File: config.mk
export PLATFORM = sky130hd
export DESIGN_NAME = mlpc_top
export DESIGN_NICKNAME = d
export VERILOG_FILES = /design/src/mlpc_pkg.sv /design/src/mlpc_top.sv /design/src/mlpc_sync.sv
export SDC_FILE = /design/constraint.sdc
export NUM_CORES = 1
export LEC_CHECK = 0
export ABC_AREA = 1
export BUFFER_PORTS_ARGS = -buffer_cell sky130_fd_sc_hd__buf_4
export CAP_MARGIN = 30
export CORE_UTILIZATION = 50
export DETAILED_ROUTE_END_ITERATION = 8
export HOLD_SLACK_MARGIN = 0.02
export PLACE_DENSITY_LB_ADDON = 0.08
export SETUP_SLACK_MARGIN = 0.4
export SYNTH_ARGS = -nofsm -noshare
export SYNTH_HDL_FRONTEND = slang
export SYNTH_SLANG_ARGS = --single-unit
File: constraint.sdc
create_clock -name pclk -period 4.85 [get_ports pclk]
set_input_delay 0.2425 -clock pclk [delete_from_list [all_inputs] [get_ports pclk]]
set_output_delay 0.2425 -clock pclk [all_outputs]
set_load 0.02 [all_outputs]
File: src/mlpc_pkg.sv
package mlpc_pkg;

  localparam int unsigned MLPC_CLK_HZ     = 100000000;
  localparam int unsigned MLPC_MS_PER_S   = 1000;
  localparam int unsigned MLPC_CYC_PER_MS = MLPC_CLK_HZ / MLPC_MS_PER_S;

  localparam logic [15:0] MLPC_T_RLSD_QUAL_MS = 16'd300;
  localparam logic [15:0] MLPC_T_BREAK_MS     = 16'd220;
  localparam logic [15:0] MLPC_T_DISC_MS      = 16'd80;
  localparam logic [15:0] MLPC_T_LONG_BRK_MS  = 16'd3500;
  localparam logic [15:0] MLPC_T_RING_MS      = 16'd20000;
  localparam logic [15:0] MLPC_T_CARRIER_MS   = 16'd5000;

  localparam logic [7:0] MLPC_OFF_CTRL = 8'h00;
  localparam logic [7:0] MLPC_OFF_CMD  = 8'h04;
  localparam logic [7:0] MLPC_OFF_STAT = 8'h08;
  localparam logic [7:0] MLPC_OFF_EVT  = 8'h0c;

  localparam int unsigned MLPC_CTRL_MODE_LO = 0;
  localparam int unsigned MLPC_CTRL_MODE_HI = 2;
  localparam int unsigned MLPC_CTRL_BRK_EN  = 3;
  localparam int unsigned MLPC_CTRL_SEC_CH  = 4;
  localparam int unsigned MLPC_CTRL_AUTO_DC = 5;
  localparam int unsigned MLPC_CTRL_XON_EN  = 6;
  localparam int unsigned MLPC_CTRL_ONLINE  = 7;
  localparam int unsigned MLPC_CTRL_ORIG    = 8;
  localparam int unsigned MLPC_CTRL_HI_SPD  = 9;
  localparam logic [9:0]  MLPC_CTRL_RST     = 10'h001;

  localparam int unsigned MLPC_CMD_BREAK = 0;
  localparam int unsigned MLPC_CMD_LONG  = 1;

  localparam int unsigned MLPC_EVT_W = 5;

  localparam logic [2:0] MLPC_MODE_FDX_PLAIN = 3'h1;
  localparam logic [2:0] MLPC_MODE_FDX_MODEM = 3'h2;
  localparam logic [2:0] MLPC_MODE_HDX_SUPV  = 3'h3;
  localparam logic [2:0] MLPC_MODE_HDX_EOT   = 3'h4;
  localparam logic [2:0] MLPC_MODE_HDX_ETX   = 3'h5;

  typedef enum logic [2:0] {
    ST_LOCAL,
    ST_FDX_PLAIN,
    ST_WAIT_DSR,
    ST_WAIT_RLSD,
    ST_CONNECTED,
    ST_DISC,
    ST_LONG_BRK
  } mlpc_state_t;

endpackage

File: src/mlpc_top.sv
`timescale 1ns/10ps
module mlpc_top
  import mlpc_pkg::*;
#(
  parameter int unsigned CYC_PER_MS = MLPC_CYC_PER_MS
) (
  input  wire logic        pclk,
  input  wire logic        presetn,
  input  wire logic        psel,
  input  wire logic        penable,
  input  wire logic        pwrite,
  input  wire logic [7:0]  paddr,
  input  wire logic [31:0] pwdata,
  output logic      [31:0] prdata,
  output logic             pready,
  output logic             pslverr,
  input  wire logic        dsr,
  input  wire logic        rlsd,
  input  wire logic        ri,
  input  wire logic        paper_out,
  input  wire logic        cover_open,
  input  wire logic        head_jam,
  output logic             dtr,
  output logic             rts,
  output logic             srts,
  output logic             txd_space,
  output logic             tx_en,
  output logic             rx_en,
  output logic             xoff_req
);

  logic [5:0]       pins_q;
  logic             dsr_q;
  logic             rlsd_q;
  logic             ri_q;
  logic             stop_q;
  logic             ri_prev_ff;
  logic             stop_prev_ff;
  logic [9:0]       ctrl_ff;
  logic [2:0]       mode;
  logic             cmd_brk;
  logic             cmd_long;
  logic [31:0]      ms_cnt_ff;
  logic             tick;
  mlpc_state_t      state_ff;
  mlpc_state_t      nxt_state;
  logic [15:0]      tmr_ff;
  logic [15:0]      qual_ff;
  logic [15:0]      ring_tmr_ff;
  logic             ring_arm_ff;
  logic             stop_evt;
  logic             disc_pend_ff;
  logic             brk_pend_ff;
  logic             brk_act_ff;
  logic [15:0]      brk_tmr_ff;
  logic             line_up;
  logic             fdx_plain;
  logic             hold_state;
  logic [MLPC_EVT_W-1:0] evt_ff;
  logic [MLPC_EVT_W-1:0] evt_set;
  logic             wr_acc;
  logic             setup;
  logic             addr_ok;

  mlpc_sync #(
    .W (6)
  ) u_sync (
    .pclk    (pclk),
    .presetn (presetn),
    .d       ({head_jam, cover_open, paper_out, ri, rlsd, dsr}),
    .q       (pins_q)
  );

  assign dsr_q  = pins_q[0];
  assign rlsd_q = pins_q[1];
  assign ri_q   = pins_q[2];
  assign stop_q = |pins_q[5:3];
  assign mode      = ctrl_ff[MLPC_CTRL_MODE_HI:MLPC_CTRL_MODE_LO];
  assign fdx_plain = (mode == MLPC_MODE_FDX_PLAIN);

  // APB: zero wait states, so pready is constant high.
  assign pready  = 1'b1;
  assign setup   = psel && !penable;
  assign wr_acc  = psel && penable && pwrite;
  assign addr_ok = (paddr == MLPC_OFF_CTRL) || (paddr == MLPC_OFF_CMD) ||
                   (paddr == MLPC_OFF_STAT) || (paddr == MLPC_OFF_EVT);
  assign pslverr = psel && penable && !addr_ok;
  assign cmd_brk  = wr_acc && (paddr == MLPC_OFF_CMD) && pwdata[MLPC_CMD_BREAK];
  assign cmd_long = wr_acc && (paddr == MLPC_OFF_CMD) && pwdata[MLPC_CMD_LONG];

  always_ff @(posedge pclk or negedge presetn) begin
    if (!presetn) begin
      ctrl_ff <= MLPC_CTRL_RST;
    end else if (wr_acc && (paddr == MLPC_OFF_CTRL)) begin
      ctrl_ff <= pwdata[9:0];
    end
  end

  // Read data is captured in the setup phase and stands through the access phase.
  always_ff @(posedge pclk or negedge presetn) begin
    if (!presetn) begin
      prdata <= 32'h0;
    end else if (setup) begin
      unique case (paddr)
        MLPC_OFF_CTRL: prdata <= {22'h0, ctrl_ff};
        MLPC_OFF_STAT: prdata <= {19'h0, brk_act_ff, brk_pend_ff, ri_q, rlsd_q, dsr_q,
                                  rx_en, tx_en, rts, dtr, 1'b0, state_ff};
        MLPC_OFF_EVT:  prdata <= {27'h0, evt_ff};
        default:       prdata <= 32'h0;
      endcase
    end
  end

  always_ff @(posedge pclk or negedge presetn) begin
    if (!presetn) begin
      ms_cnt_ff <= 32'h0;
    end else if (tick) begin
      ms_cnt_ff <= 32'h0;
    end else begin
      ms_cnt_ff <= ms_cnt_ff + 32'h1;
    end
  end
  assign tick = (ms_cnt_ff == 32'(CYC_PER_MS - 1));

  always_ff @(posedge pclk or negedge presetn) begin
    if (!presetn) begin
      ri_prev_ff   <= 1'b0;
      stop_prev_ff <= 1'b0;
    end else begin
      ri_prev_ff   <= ri_q;
      stop_prev_ff <= stop_q;
    end
  end

  assign stop_evt = stop_q && !stop_prev_ff;

  assign line_up = (state_ff == ST_CONNECTED) || (state_ff == ST_FDX_PLAIN);
  assign hold_state = (state_ff == ST_DISC) || (state_ff == ST_LONG_BRK);

  always_ff @(posedge pclk or negedge presetn) begin
    if (!presetn) begin
      disc_pend_ff <= 1'b0;
    end else begin
      disc_pend_ff <= stop_evt && ctrl_ff[MLPC_CTRL_AUTO_DC] && !fdx_plain &&
                      (state_ff != ST_LOCAL) && !hold_state;
    end
  end

  always_ff @(posedge pclk or negedge presetn) begin
    if (!presetn) begin
      xoff_req <= 1'b0;
    end else begin
      xoff_req <= stop_evt && ctrl_ff[MLPC_CTRL_XON_EN] && line_up;
    end
  end

  always_comb begin
    nxt_state = state_ff;
    unique case (state_ff)
      ST_LOCAL: begin
        if (ctrl_ff[MLPC_CTRL_ONLINE] && fdx_plain) begin
          nxt_state = ST_FDX_PLAIN;
        end else if (ctrl_ff[MLPC_CTRL_ONLINE] && (mode >= MLPC_MODE_FDX_MODEM) &&
                     (mode <= MLPC_MODE_HDX_ETX)) begin
          nxt_state = ST_WAIT_DSR;
        end
      end
      ST_FDX_PLAIN: begin
        if (!ctrl_ff[MLPC_CTRL_ONLINE] || !fdx_plain) begin
          nxt_state = ST_LOCAL;
        end
      end
      ST_WAIT_DSR: begin
        if (dsr_q) begin
          nxt_state = ST_WAIT_RLSD;
        end else if (ring_arm_ff && (ring_tmr_ff >= MLPC_T_RING_MS)) begin
          nxt_state = ST_DISC;
        end
      end
      ST_WAIT_RLSD: begin
        if (qual_ff >= MLPC_T_RLSD_QUAL_MS) begin
          nxt_state = ST_CONNECTED;
        end else if (!dsr_q) begin
          nxt_state = ST_DISC;
        end else if (ctrl_ff[MLPC_CTRL_ORIG] && (tmr_ff >= MLPC_T_CARRIER_MS)) begin
          nxt_state = ST_DISC;
        end
      end
      ST_CONNECTED: begin
        if (!dsr_q || ri_q || (qual_ff >= MLPC_T_CARRIER_MS)) begin
          nxt_state = ST_DISC;
        end
      end
      ST_DISC: begin
        if (tmr_ff >= MLPC_T_DISC_MS) begin
          nxt_state = ST_LOCAL;
        end
      end
      ST_LONG_BRK: begin
        if (tmr_ff >= MLPC_T_LONG_BRK_MS) begin
          nxt_state = ST_LOCAL;
        end
      end
      default: nxt_state = ST_LOCAL;
    endcase
    if (!hold_state && (state_ff != ST_LOCAL) && (state_ff != ST_FDX_PLAIN)) begin
      if (!ctrl_ff[MLPC_CTRL_ONLINE] || fdx_plain || (mode > MLPC_MODE_HDX_ETX)) begin
        nxt_state = ST_LOCAL;
      end else if (disc_pend_ff) begin
        nxt_state = ST_DISC;
      end
    end
    if (cmd_long && !fdx_plain && ctrl_ff[MLPC_CTRL_ONLINE] && !hold_state) begin
      nxt_state = ST_LONG_BRK;
    end
  end

  always_ff @(posedge pclk or negedge presetn) begin
    if (!presetn) begin
      state_ff <= ST_LOCAL;
    end else begin
      state_ff <= nxt_state;
    end
  end

  // State timer in milliseconds, restarted on every state change.
  always_ff @(posedge pclk or negedge presetn) begin
    if (!presetn) begin
      tmr_ff <= 16'h0;
    end else if (nxt_state != state_ff) begin
      tmr_ff <= 16'h0;
    end else if (tick && (tmr_ff != 16'hffff)) begin
      tmr_ff <= tmr_ff + 16'h1;
    end
  end

  // Carrier qualifier: RLSD high time while waiting, RLSD low time once connected.
  always_ff @(posedge pclk or negedge presetn) begin
    if (!presetn) begin
      qual_ff <= 16'h0;
    end else if (nxt_state != state_ff) begin
      qual_ff <= 16'h0;
    end else if ((state_ff == ST_WAIT_RLSD) && !rlsd_q) begin
      qual_ff <= 16'h0;
    end else if ((state_ff == ST_CONNECTED) && rlsd_q) begin
      qual_ff <= 16'h0;
    end else if (tick && (qual_ff != 16'hffff)) begin
      qual_ff <= qual_ff + 16'h1;
    end
  end

  always_ff @(posedge pclk or negedge presetn) begin
    if (!presetn) begin
      ring_arm_ff <= 1'b0;
      ring_tmr_ff <= 16'h0;
    end else if ((state_ff != ST_WAIT_DSR) || dsr_q || rlsd_q || ri_q) begin
      ring_arm_ff <= 1'b0;
      ring_tmr_ff <= 16'h0;
    end else if (ri_prev_ff) begin
      ring_arm_ff <= 1'b1;
      ring_tmr_ff <= 16'h0;
    end else if (tick && ring_arm_ff && (ring_tmr_ff != 16'hffff)) begin
      ring_tmr_ff <= ring_tmr_ff + 16'h1;
    end
  end

  always_ff @(posedge pclk or negedge presetn) begin
    if (!presetn) begin
      brk_pend_ff <= 1'b0;
    end else begin
      if (hold_state || (state_ff == ST_LOCAL) || (tx_en && !brk_act_ff)) begin
        brk_pend_ff <= 1'b0;
      end
      // A request in the same cycle as a clear is kept.
      if (cmd_brk || (stop_evt && !ctrl_ff[MLPC_CTRL_AUTO_DC] &&
                      !ctrl_ff[MLPC_CTRL_XON_EN] && ctrl_ff[MLPC_CTRL_BRK_EN])) begin
        brk_pend_ff <= 1'b1;
      end
    end
  end

  always_ff @(posedge pclk or negedge presetn) begin
    if (!presetn) begin
      brk_act_ff <= 1'b0;
      brk_tmr_ff <= 16'h0;
    end else if (!line_up) begin
      brk_act_ff <= 1'b0;
      brk_tmr_ff <= 16'h0;
    end else if (brk_act_ff) begin
      if (brk_tmr_ff >= MLPC_T_BREAK_MS) begin
        brk_act_ff <= 1'b0;
      end else if (tick) begin
        brk_tmr_ff <= brk_tmr_ff + 16'h1;
      end
    end else if (brk_pend_ff && tx_en) begin
      brk_act_ff <= 1'b1;
      brk_tmr_ff <= 16'h0;
    end
  end

  always_ff @(posedge pclk or negedge presetn) begin
    if (!presetn) begin
      dtr   <= 1'b0;
      rts   <= 1'b0;
      tx_en <= 1'b0;
      rx_en <= 1'b0;
    end else begin
      dtr   <= (state_ff == ST_FDX_PLAIN) || (state_ff == ST_WAIT_DSR) ||
               (state_ff == ST_WAIT_RLSD) || (state_ff == ST_CONNECTED);
      rts   <= (state_ff == ST_FDX_PLAIN) || (state_ff == ST_WAIT_RLSD) ||
               (state_ff == ST_CONNECTED);
      tx_en <= line_up;
      rx_en <= line_up;
    end
  end

  // Secondary line: restraint on stop when S is set, speed indicator otherwise.
  always_ff @(posedge pclk or negedge presetn) begin
    if (!presetn) begin
      srts      <= 1'b0;
      txd_space <= 1'b0;
    end else begin
      srts      <= line_up && (ctrl_ff[MLPC_CTRL_SEC_CH] ? stop_q : ctrl_ff[MLPC_CTRL_HI_SPD]);
      txd_space <= brk_act_ff || (state_ff == ST_LONG_BRK);
    end
  end

  assign evt_set = {(nxt_state == ST_LONG_BRK) && (state_ff != ST_LONG_BRK),
                    stop_evt,
                    brk_pend_ff && tx_en && !brk_act_ff && line_up,
                    xoff_req,
                    (nxt_state == ST_DISC) && (state_ff != ST_DISC)};

  // Sticky events, write one to clear; a new event wins over a clear.
  always_ff @(posedge pclk or negedge presetn) begin
    if (!presetn) begin
      evt_ff <= '0;
    end else if (wr_acc && (paddr == MLPC_OFF_EVT)) begin
      evt_ff <= (evt_ff & ~pwdata[MLPC_EVT_W-1:0]) | evt_set;
    end else begin
      evt_ff <= evt_ff | evt_set;
    end
  end

endmodule

File: src/mlpc_sync.sv
`timescale 1ns/10ps
module mlpc_sync #(
  parameter int unsigned W = 1
) (
  input  wire logic         pclk,
  input  wire logic         presetn,
  input  wire logic [W-1:0] d,
  output logic      [W-1:0] q
);

  logic [W-1:0] s1_ff;
  logic [W-1:0] s2_ff;
  logic [W-1:0] s3_ff;

  always_ff @(posedge pclk or negedge presetn) begin
    if (!presetn) begin
      s1_ff <= '0;
      s2_ff <= '0;
      s3_ff <= '0;
    end else begin
      s1_ff <= d;
      s2_ff <= s1_ff;
      s3_ff <= s2_ff;
    end
  end

  // A bit changes only once the second and third stages agree.
  always_ff @(posedge pclk or negedge presetn) begin
    if (!presetn) begin
      q <= '0;
    end else begin
      for (int i = 0; i < W; i++) begin
        if (s2_ff[i] == s3_ff[i]) begin
          q[i] <= s3_ff[i];
        end
      end
    end
  end

endmodule

==> results of run 1 <==
synth_stat cells, types with 2 or more instances:
master / n / area [sq um]
a221oi_1: 2 / 17.5
o31ai_1: 3 / 22.5
buf_6: 2 / 22.5
inv_1: 180 / 676
clkinv_1: 2 / 7.51
conb_1: 2 / 7.51
nor3_1: 44 / 220
o22ai_1: 4 / 25.0
dfrtp_1: 162 / 4050
nor2_2: 2 / 12.5
xor2_1: 30 / 263
xnor2_1: 5 / 43.8
nor3b_1: 3 / 22.5
a211oi_1: 6 / 45.0
nor4_1: 20 / 125
o21ai_1: 5 / 25.0
nand3_1: 66 / 330
inv_2: 8 / 30.0
buf_2: 3 / 15.0
o21ai_0: 48 / 240
a31oi_1: 3 / 18.8
maj3_1: 6 / 60.1
nand3b_1: 5 / 37.5
nand2_2: 3 / 18.8
nor2_1: 138 / 518
ha_1: 9 / 113
nor3_2: 2 / 20.0
a21oi_1: 33 / 165
clkbuf_1: 6 / 22.5
nand4_1: 34 / 213
nand2_1: 220 / 826
buf_4: 23 / 173
flip-flops by register name, indices dropped and copies added, names as in the netlist, 3 cells and up:
| name | count |
|---|---|
| brk_tmr_ff | 16 |
| ctrl_ff | 10 |
| evt_ff | 5 |
| ms_cnt_ff | 32 |
| prdata | 13 |
| qual_ff | 16 |
| ring_tmr_ff | 16 |
| state_ff | 3 |
| tmr_ff | 16 |
| u_sync.q | 6 |
| u_sync.s1_ff | 6 |
| u_sync.s2_ff | 6 |
| u_sync.s3_ff | 6 |
power by group:
part           internal, W   total, W  switching (W)
Sequential         0.00137    0.00138      0.0000108
Clock             0.000703    0.00137       0.000670
Combinational    0.0000288  0.0000907      0.0000620
metal layers:
metal / up-vias / wire length, microns / part of all wire (%)
met1: 3343 / 8940 / 47
met3: 16 / 585 / 3.1
li1: 3595 / - / -
met5: - / 0 / 0
met4: 0 / 207 / 1.1
met2: 106 / 9270 / 49
kinds of logic after synthesis:
logic type,count (synthesis)
and+or+nand+nor,545
buffers and inverters,224
DFF,163
AOI/OAI and AO/OA,110
xor gates and xnor gates,35
adders and majority gates,15
other,2
muxes,1
final timing paths:
path,slack (ps),cells past startpoint,to,from
setup reg to reg,1820,12,ring_tmr_ff[8],ms_cnt_ff[29]
max in group asynchronous,3340,3,ctrl_ff[0],presetn
hold / removal,50,2,ctrl_ff[8],pwdata[8]
setup / recovery,1820,12,ring_tmr_ff[8],ms_cnt_ff[29]
min in group asynchronous,440,2,ring_tmr_ff[7],presetn
hold reg to reg,350,0,u_sync.s2_ff[1],u_sync.s1_ff[1]
metrics by stage:
step / hold WS, ps / util [%]
floorplan: -53.1 / -
global placement: 335 / 54.5
detailed placement: 337 / 54.5
CTS: 37.5 / 58.6
global route: 48.0 / 58.6
finish: 47.1 / 58.6
cell type report:
| class | count | area [sq um] |
|---|---|---|
| fill | 1563 | 6900 |
| clock buffer | 17 | 425 |
| sequential | 163 | 4080 |
| clock inverter | 15 | 181 |
| timing repair buffer | 59 | 464 |
| inverter | 190 | 713 |
| multi-input combinational | 726 | 3610 |
| tap | 220 | 275 |
repair_timing:
action | in CTS | in global routing
endpoints found under the hold margin | 98 | 0
resized for setup | 0 | 0
hold buffers | 7 | 0
==> results.cfg, run 1 <==
[synth]
postSynthAreaPerCell_sq_um = 7.82
synthArstFlopShare_pct = 100
synth-xor-area-share_pct = 3.58
ys_seq_area_share_pct = 47.6
synth_top_family_by_area = simple AND/OR/NAND/NOR gates
ys_types = 48
syn_area_sq_mm = 0.00856
synth-compound-area-share_pct = 7.11
synth-simple-area-share_pct = 28.4
syn_inst = 1095
synth-adder-area-share_pct = 2.02
synth_flop_cell = dfrtp_1
synth_mux_area_share_pct = 0.131
yosysWarnings = 0
ys_ff_latch = 163
synth_edf_count = 0

[place]
dp_cells = 1351
portBuffers = 49
place_congestion = 0.931
place_hpwl_mm = 13.9
dp_slack_ps = 1810
dpl_cell_area_sq_mm = 0.00907

[route]
avgViaCountPerCell = 5.08
dr.pass1.iters = 5
vias = 7060
wire_per_inst_microns = 13.7
routed_wirelength_mm = 19.0
drc = 0
drt-initial-drc-count = 405
final_antenna_net_count = 0

[worst_setup_path]
startpoint_type = flop
cp_slowest_stage_delay_ps = 510
critPathArrivalTime_ps = 3350
cp.required_ps = 5170
path_buf_inv = 2
crit_path_top_delay_cell = nor2_1
end_kind = flop
crit_type = flop to flop
path_max_fanout = 8
critPathTopFamily = simple AND/OR/NAND/NOR gates
worstPathCellList = or2_1, nor4_1, nand3b_1, nor2_1, buf_4, nand3_1, nand2_1, nand2_1, nor2_1, inv_1, o21ai_0, a21oi_1

[cells_and_area]
area_growth_pct = 13.8
final_cells = 1390
layout-drive-gt1-share_pct = 9.23
antenna_cells = 0
finish.instance_area_sq_mm = 0.00975
final_cell_mix = 220 x nand2_1, 180 x inv_1, 162 x dfrtp_1
nets = 1217
final_common_cell = nand2_1

[cts]
insertion_delay_ps = 440
cts.path.max_buffers = 2
post-cts-setup-buffer-count = 0
cts_buffers = 17
h-tree-depth = 4
cts-root-buf = clkbuf_16
numClockSinks = 163
clkTransAtPathRegs_ps = 70
tritoncts = built

[timing]
min_period_over_period_pct = 62.4
drv_slew = 0
relSlewSlack_pct = 42.4
finalSetupViolCount = 0
skew_ps = 11.0
period_minus_slack_ps = 3030
tns_ps = 0
tightest_slew_ps = 864
rsz0062_at_grt = false
hold_viol = 0
max_freq_ghz = 0.330
setup_ws_ps = 1820

[global_route]
grtUsageMet3_pct = 3.79
busiest_layer = met2
grt_use_total_pct = 23.6
grt_pass1_vias = 6868
grt-ovfl-total = 0
grt_pass1_wl_mm = 33.0
gr-usage-met1_pct = 32.0
antenna_found_initial = 0
grt_use_met2_pct = 38.7
grt_start_max_net_pins = 95

[run]
cap_violations = 0

[floorplan]
num_rows = 47
io-pin-count = 92
die_w_microns = 133
dieArea_sq_mm = 0.0177
initial_core_util_pct = 51.5
fp.dieH_microns = 133
core_sq_mm = 0.0166

[power_and_ir_drop]
leakage_nw = 4.63
vdd_drop_max_mv = 0.256
p_per_area_mw_per_mm2 = 292
fin_total_pwr_w = 0.00285

[run_status]
status = completed

[worst_hold_path]
hp-class = primary input to flop
Power figures use the tool's default switching activity.
==> inputs of run 2 (changes only) <==
==> constraint.sdc (replaced) <==
create_clock -name pclk -period 2.7 [get_ports pclk]
set_input_delay 0.135 -clock pclk [delete_from_list [all_inputs] [get_ports pclk]]
set_output_delay 0.135 -clock pclk [all_outputs]
set_load 0.02 [all_outputs]
==> run 2 against run 1 <==
Register-to-register slack lost 1400 ps. Via count grew 4.5%. Routed wire length grew 5.8%. Setup slack lost 1400 ps. Utilization grew 5.4 points. Final area grew 9.2%. Sequential share of layout area shrank 3.4 points. Clock power grew 73%. Die area is the same. First-iteration DRC count shrank 12%. Critical path depth grew 6. Power grew 77%. Largest power group unchanged.
==> results.cfg, run 2 (synthesis gave the netlist of run 1 again) <==
[timing]
drv_slew = 0
rsz0062_at_grt = true
setup_ws_ps = 443
tightest_slew_ps = 841
hold_viol = 0
period_minus_slack_ps = 2260
max_freq_ghz = 0.443
skew_ps = 10.9
min_period_over_period_pct = 83.6
tns_ps = 0
finalSetupViolCount = 0
relSlewSlack_pct = 43.9

[global_route]
antenna_found_initial = 0
grt_start_max_net_pins = 100
grt_use_total_pct = 23.5
grt-ovfl-total = 0
grt_pass1_vias = 6890
grt_pass1_wl_mm = 32.9

[floorplan]
die_w_microns = 133
fp.dieH_microns = 133
dieArea_sq_mm = 0.0177
io-pin-count = 92
core_sq_mm = 0.0166
initial_core_util_pct = 51.5
num_rows = 47

[worst_setup_path]
startpoint_type = flop
end_kind = flop
cp.required_ps = 3070
path_max_fanout = 8
crit_type = flop to flop
critPathArrivalTime_ps = 2620

[power_and_ir_drop]
combPwrFrac_pct = 3.5
clockPowerShare_pct = 47.0
internal_power_w = 0.00377
fin_total_pwr_w = 0.00504
p_per_area_mw_per_mm2 = 473
leakage_nw = 5.04
p_sw_share_pct = 25.1
vdd_drop_max_mv = 0.482
p_switching_w = 0.00126
seq_power_share_pct = 49.4

[cts]
cts-root-buf = clkbuf_16
numClockSinks = 163
h-tree-depth = 4
cts_buffers = 17
tritoncts = built
clkTransAtPathRegs_ps = 70
cts.path.max_buffers = 2
insertion_delay_ps = 440

[run]
cap_violations = 0

[route]
drt-initial-drc-count = 355
final_antenna_net_count = 0
dr.pass1.iters = 4
wire_per_inst_microns = 13.8
routed_wirelength_mm = 20.1
avgViaCountPerCell = 5.07
vias = 7379
drc = 0

[cells_and_area]
register_area_sq_mm = 0.00410
antenna_cells = 0
top_register = ms_cnt_ff
nets = 1281
area_growth_pct = 24.2
layout-drive-gt1-share_pct = 20.7
multiInputGateArea_sq_mm = 0.00396
largest_reg_flops = 32
final_common_cell = nand2_1
final_cell_mix = 201 x nand2_1, 166 x inv_1, 149 x dfrtp_1
nFillCells = 1447

[place]
place_congestion = 0.892
portBuffers = 49
place_hpwl_mm = 14.0
dp_slack_ps = 237

[worst_hold_path]
hp-class = primary input to flop

[run_status]
status = completed
==> run 2: cell types whose count changed in the layout (fill, tap and decap cells not counted), moves of 7 or more <==
cell / change
buf_4: +48
dfrtp_1: -13
dfrtp_2: +13
dlygate4sd3_1: +9
inv_1: -14
inv_2: +12
nand2_1: -19
nand2_2: +13
nand3_1: -9
nand3_2: +7
nor2_1: -21
nor2_2: +14
nor2_4: +7
nor3_1: -8
==> run 2: critical path, stage by stage, from the launching register on <==
cell     delay (ps)
dfrtp_2         460
inv_2            80
nand3_2          90
nand2_1          70
inv_2            80
nand2_4          70
nor2_4          130
inv_2            40
or2_4           240
o21ai_2          60
inv_2            50
nand2_1          70
nand2_1          60
nand2_2          70
nand3_4          90
nor2_8          210
buf_6           150
nand4_1          70
nand2_1         100
==> run 2: timing repair <==
action                     CTS  global route
hold endpoints to repair   177             0
resized for setup           19           110
setup endpoints to repair   56            68
setup buffers                8            28
pin swaps                    3            32
hold buffers                16             0
==> run 2: path summary, 6_finish.rpt <==
kind | start | endpoint | slack, ps | cells past startpoint
setup / recovery | state_ff[0] | qual_ff[5] | 440 | 18
hold / removal | pwdata[1] | ctrl_ff[1] | 60 | 3
setup reg to reg | state_ff[0] | qual_ff[5] | 440 | 18
hold reg to reg | u_sync.s1_ff[3] | u_sync.s2_ff[3] | 350 | 0
max in group asynchronous | presetn | qual_ff[5] | 1620 | 3
min in group asynchronous | presetn | ring_tmr_ff[7] | 290 | 3
==> run 2: layout make-up <==
class                   instances  share of cell area (%)
clock buffers                  17                    4.00
clock inverters                15                    1.48
inverters                     190                    6.77
multi-input cells             726                    37.2
flip-flops and latches        163                    38.5
well taps                     220                    2.59
repair buffers                123                    9.45
==> run 2: through the flow <==
stage	utilization [%]	hold WS, ps	std cells	area [sq um]
floorplan	-	-161	1113	8630
CTS	60.6	58.6	1426	10100
finish	63.9	64.9	1454	10600
global placement	55.4	199	1370	9220
global route	63.9	105	1454	10600
detailed placement	55.4	200	1370	9220
==> run 2: per-layer routing <==
metal | share of wire [%] | up-vias | GRT usage, %
met4 | 1.5 | 0 | 8.05
met1 | 46 | 3493 | 31.2
met5 | 0 | - | 0
met2 | 49 | 143 | 38.2
li1 | - | 3721 | -
met3 | 4.1 | 22 | 4.75
==> run 2: power by group through the flow <==
| stage | Clock (W) | Combinational (W) | Sequential, W |
|---|---|---|---|
| final | 0.00237 | 0.000178 | 0.00249 |
| after global routing | 0.00252 | 0.000201 | 0.00249 |
| after CTS | 0.00243 | 0.000182 | 0.00249 |
| after detailed placement | 0 | 0.000162 | 0.00254 |
| after global placement | 0 | 0.000160 | 0.00253 |
| after floorplan | 0 | 0.0000837 | 0.00253 |
==> inputs of run 3 (changes only) <==
==> constraint.sdc (replaced) <==
create_clock -name pclk -period 1.8 [get_ports pclk]
set_input_delay 0.09 -clock pclk [delete_from_list [all_inputs] [get_ports pclk]]
set_output_delay 0.09 -clock pclk [all_outputs]
set_load 0.02 [all_outputs]
==> run 3 against run 2 <==
The flow now finishes with violations (setup timing). Register-to-register slack got worse by 950 ps. Count of clock-buffer cells in the layout increased by 1. Sequential share of layout area decreased by 8.8 points. Cell count increased by 18%. Critical endpoint is now tmr_ff[12]. Largest power group unchanged.
==> results.cfg, run 3 (synthesis gave the netlist of run 1 again) <==
[timing]
max_freq_ghz = 0.434
min_period_over_period_pct = 128
drv_slew = 0
skew_ps = 20.1
relSlewSlack_pct = 63.0
finalSetupViolCount = 80
setup_ws_ps = -506
tightest_slew_ps = 550
hold_viol = 0
period_minus_slack_ps = 2310
rsz0062_at_grt = true

[worst_setup_path]
regToRegSetupSlack_ps = -510
startpoint_type = flop
cp.required_ps = 2120
path_max_fanout = 7
crit_type = flop to flop
end_kind = flop
critPathArrivalTime_ps = 2620

[global_route]
antenna_found_initial = 0
grt_start_max_net_pins = 68
grt_use_total_pct = 29.3
grt_pass1_wl_mm = 40.8
grt_pass1_vias = 8595
grt-ovfl-total = 0

[floorplan]
die_w_microns = 133
dieArea_sq_mm = 0.0177
io-pin-count = 92
initial_core_util_pct = 51.5
core_sq_mm = 0.0166
num_rows = 47
fp.dieH_microns = 133

[run]
cap_violations = 0

[worst_hold_path]
hp-class = primary input to flop

[cts]
insertion_delay_ps = 440
h-tree-depth = 4
cts.path.max_buffers = 2
cts_buffers = 17
tritoncts = built
numClockSinks = 163
cts-root-buf = clkbuf_16
clkTransAtPathRegs_ps = 80

[power_and_ir_drop]
seq_power_share_pct = 48.4
combPwrFrac_pct = 4.1
fin_total_pwr_w = 0.00771
vdd_drop_max_mv = 0.706
p_per_area_mw_per_mm2 = 561
p_sw_share_pct = 23.6
leakage_nw = 6.80
clockPowerShare_pct = 47.5
p_switching_w = 0.00182
internal_power_w = 0.00589

[route]
avgViaCountPerCell = 5.30
routed_wirelength_mm = 28.4
drc = 0
dr.pass1.iters = 5
drt-initial-drc-count = 548
final_antenna_net_count = 0
wire_per_inst_microns = 16.5
vias = 9105

[place]
place_congestion = 0.924
portBuffers = 49
place_hpwl_mm = 17.0
dpl_cell_area_sq_mm = 0.0111

[run_status]
status = complete, but fails checks
violations = setup timing

[cells_and_area]
finish.instance_area_sq_mm = 0.0138
antenna_cells = 0
layout-drive-gt1-share_pct = 44.9
nets = 1546
final_cell_mix = 312 x buf_4, 162 x nand2_1, 157 x dfrtp_1
final_common_cell = buf_4
area_growth_pct = 60.6
top_register = ms_cnt_ff
largest_reg_flops = 32
==> run 3: cell count changes in the layout (fill, tap and decap cells not counted), sizes merged <==
cell	change
clkinv	+3
dlygate4sd3	+1
bufinv	+2
clkbuf	+1
clkinvlp	+3
nand2	+1
buf	+262
inv	-9
nor2	+1
==> run 3: through the flow <==
stage | std cells | setup TNS, ps | hold WS (ps) | worst slack, ps | utilization, %
2_1_floorplan | 1113 | -4560 | -206 | -155 | -
3_3_place_gp | 1590 | -21410 | -17.4 | -391 | 66.7
3_5_place_dp | 1590 | -23660 | -14.5 | -423 | 66.7
4_1_cts | 1672 | -18230 | 66.0 | -362 | 75.5
5_1_grt | 1719 | -35030 | 89.9 | -638 | 82.7
6_report | 1719 | -25830 | 64.3 | -506 | 82.7
==> run 3: timing repair <==
item,CTS,global route
pin swaps,53,92
setup endpoints to repair,101,104
gates cloned,2,0
hold buffers,17,0
setup buffers,31,47
hold endpoints to repair,181,0
resized for setup,130,223
==> run 3: layout make-up <==
type	count	area, sq um
clock inverters	14	155
multi-input cells	728	4830
flip-flops and latches	163	4090
well taps	220	275
repair buffers	386	3220
inverters	190	764
fillers	993	2890
clock buffers	18	429
==> run 3: final timing paths <==
| path | from | to | cells past startpoint |
|---|---|---|---|
| worst max register to register | ms_cnt_ff[16] | tmr_ff[12] | 11 |
| worst min register to register | u_sync.s1_ff[0] | u_sync.s2_ff[0] | 0 |
| min in group asynchronous | presetn | ms_cnt_ff[18] | 2 |
| max in group asynchronous | presetn | tmr_ff[6] | 3 |
| worst min-delay path | pwdata[1] | evt_ff[1] | 4 |
| worst max-delay path | ms_cnt_ff[16] | tmr_ff[12] | 11 |
==> run 3: routing by layer <==
| layer | routed length [microns] | vias to the layer above | GRT usage [%] |
|---|---|---|---|
| li1 | - | 4270 | - |
| met1 | 11500 | 4407 | 37.3 |
| met2 | 14400 | 326 | 50.8 |
| met3 | 1460 | 102 | 5.79 |
| met4 | 996 | 0 | 7.98 |
| met5 | 0 | - | 0 |
==> run 3: critical path, stage by stage, from the launching register on <==
cell     delay [ps]
dfrtp_1         400
inv_1            80
nor4_1          260
nand4_1         190
nor2_1          170
nand2_1         110
nor3_4          370
nand2_4         180
inv_8           130
nand2_4          50
xor2_1          170
nor2_1           70
==> run 3: power groups by stage <==
stage          combinational [W]  clock [W]  sequential, W
2_1_floorplan           0.000126          0        0.00380
3_3_place_gp            0.000276          0        0.00380
3_5_place_dp            0.000280          0        0.00380
4_1_cts                 0.000310    0.00368        0.00373
5_1_grt                 0.000349    0.00383        0.00374
6_report                0.000314    0.00367        0.00373
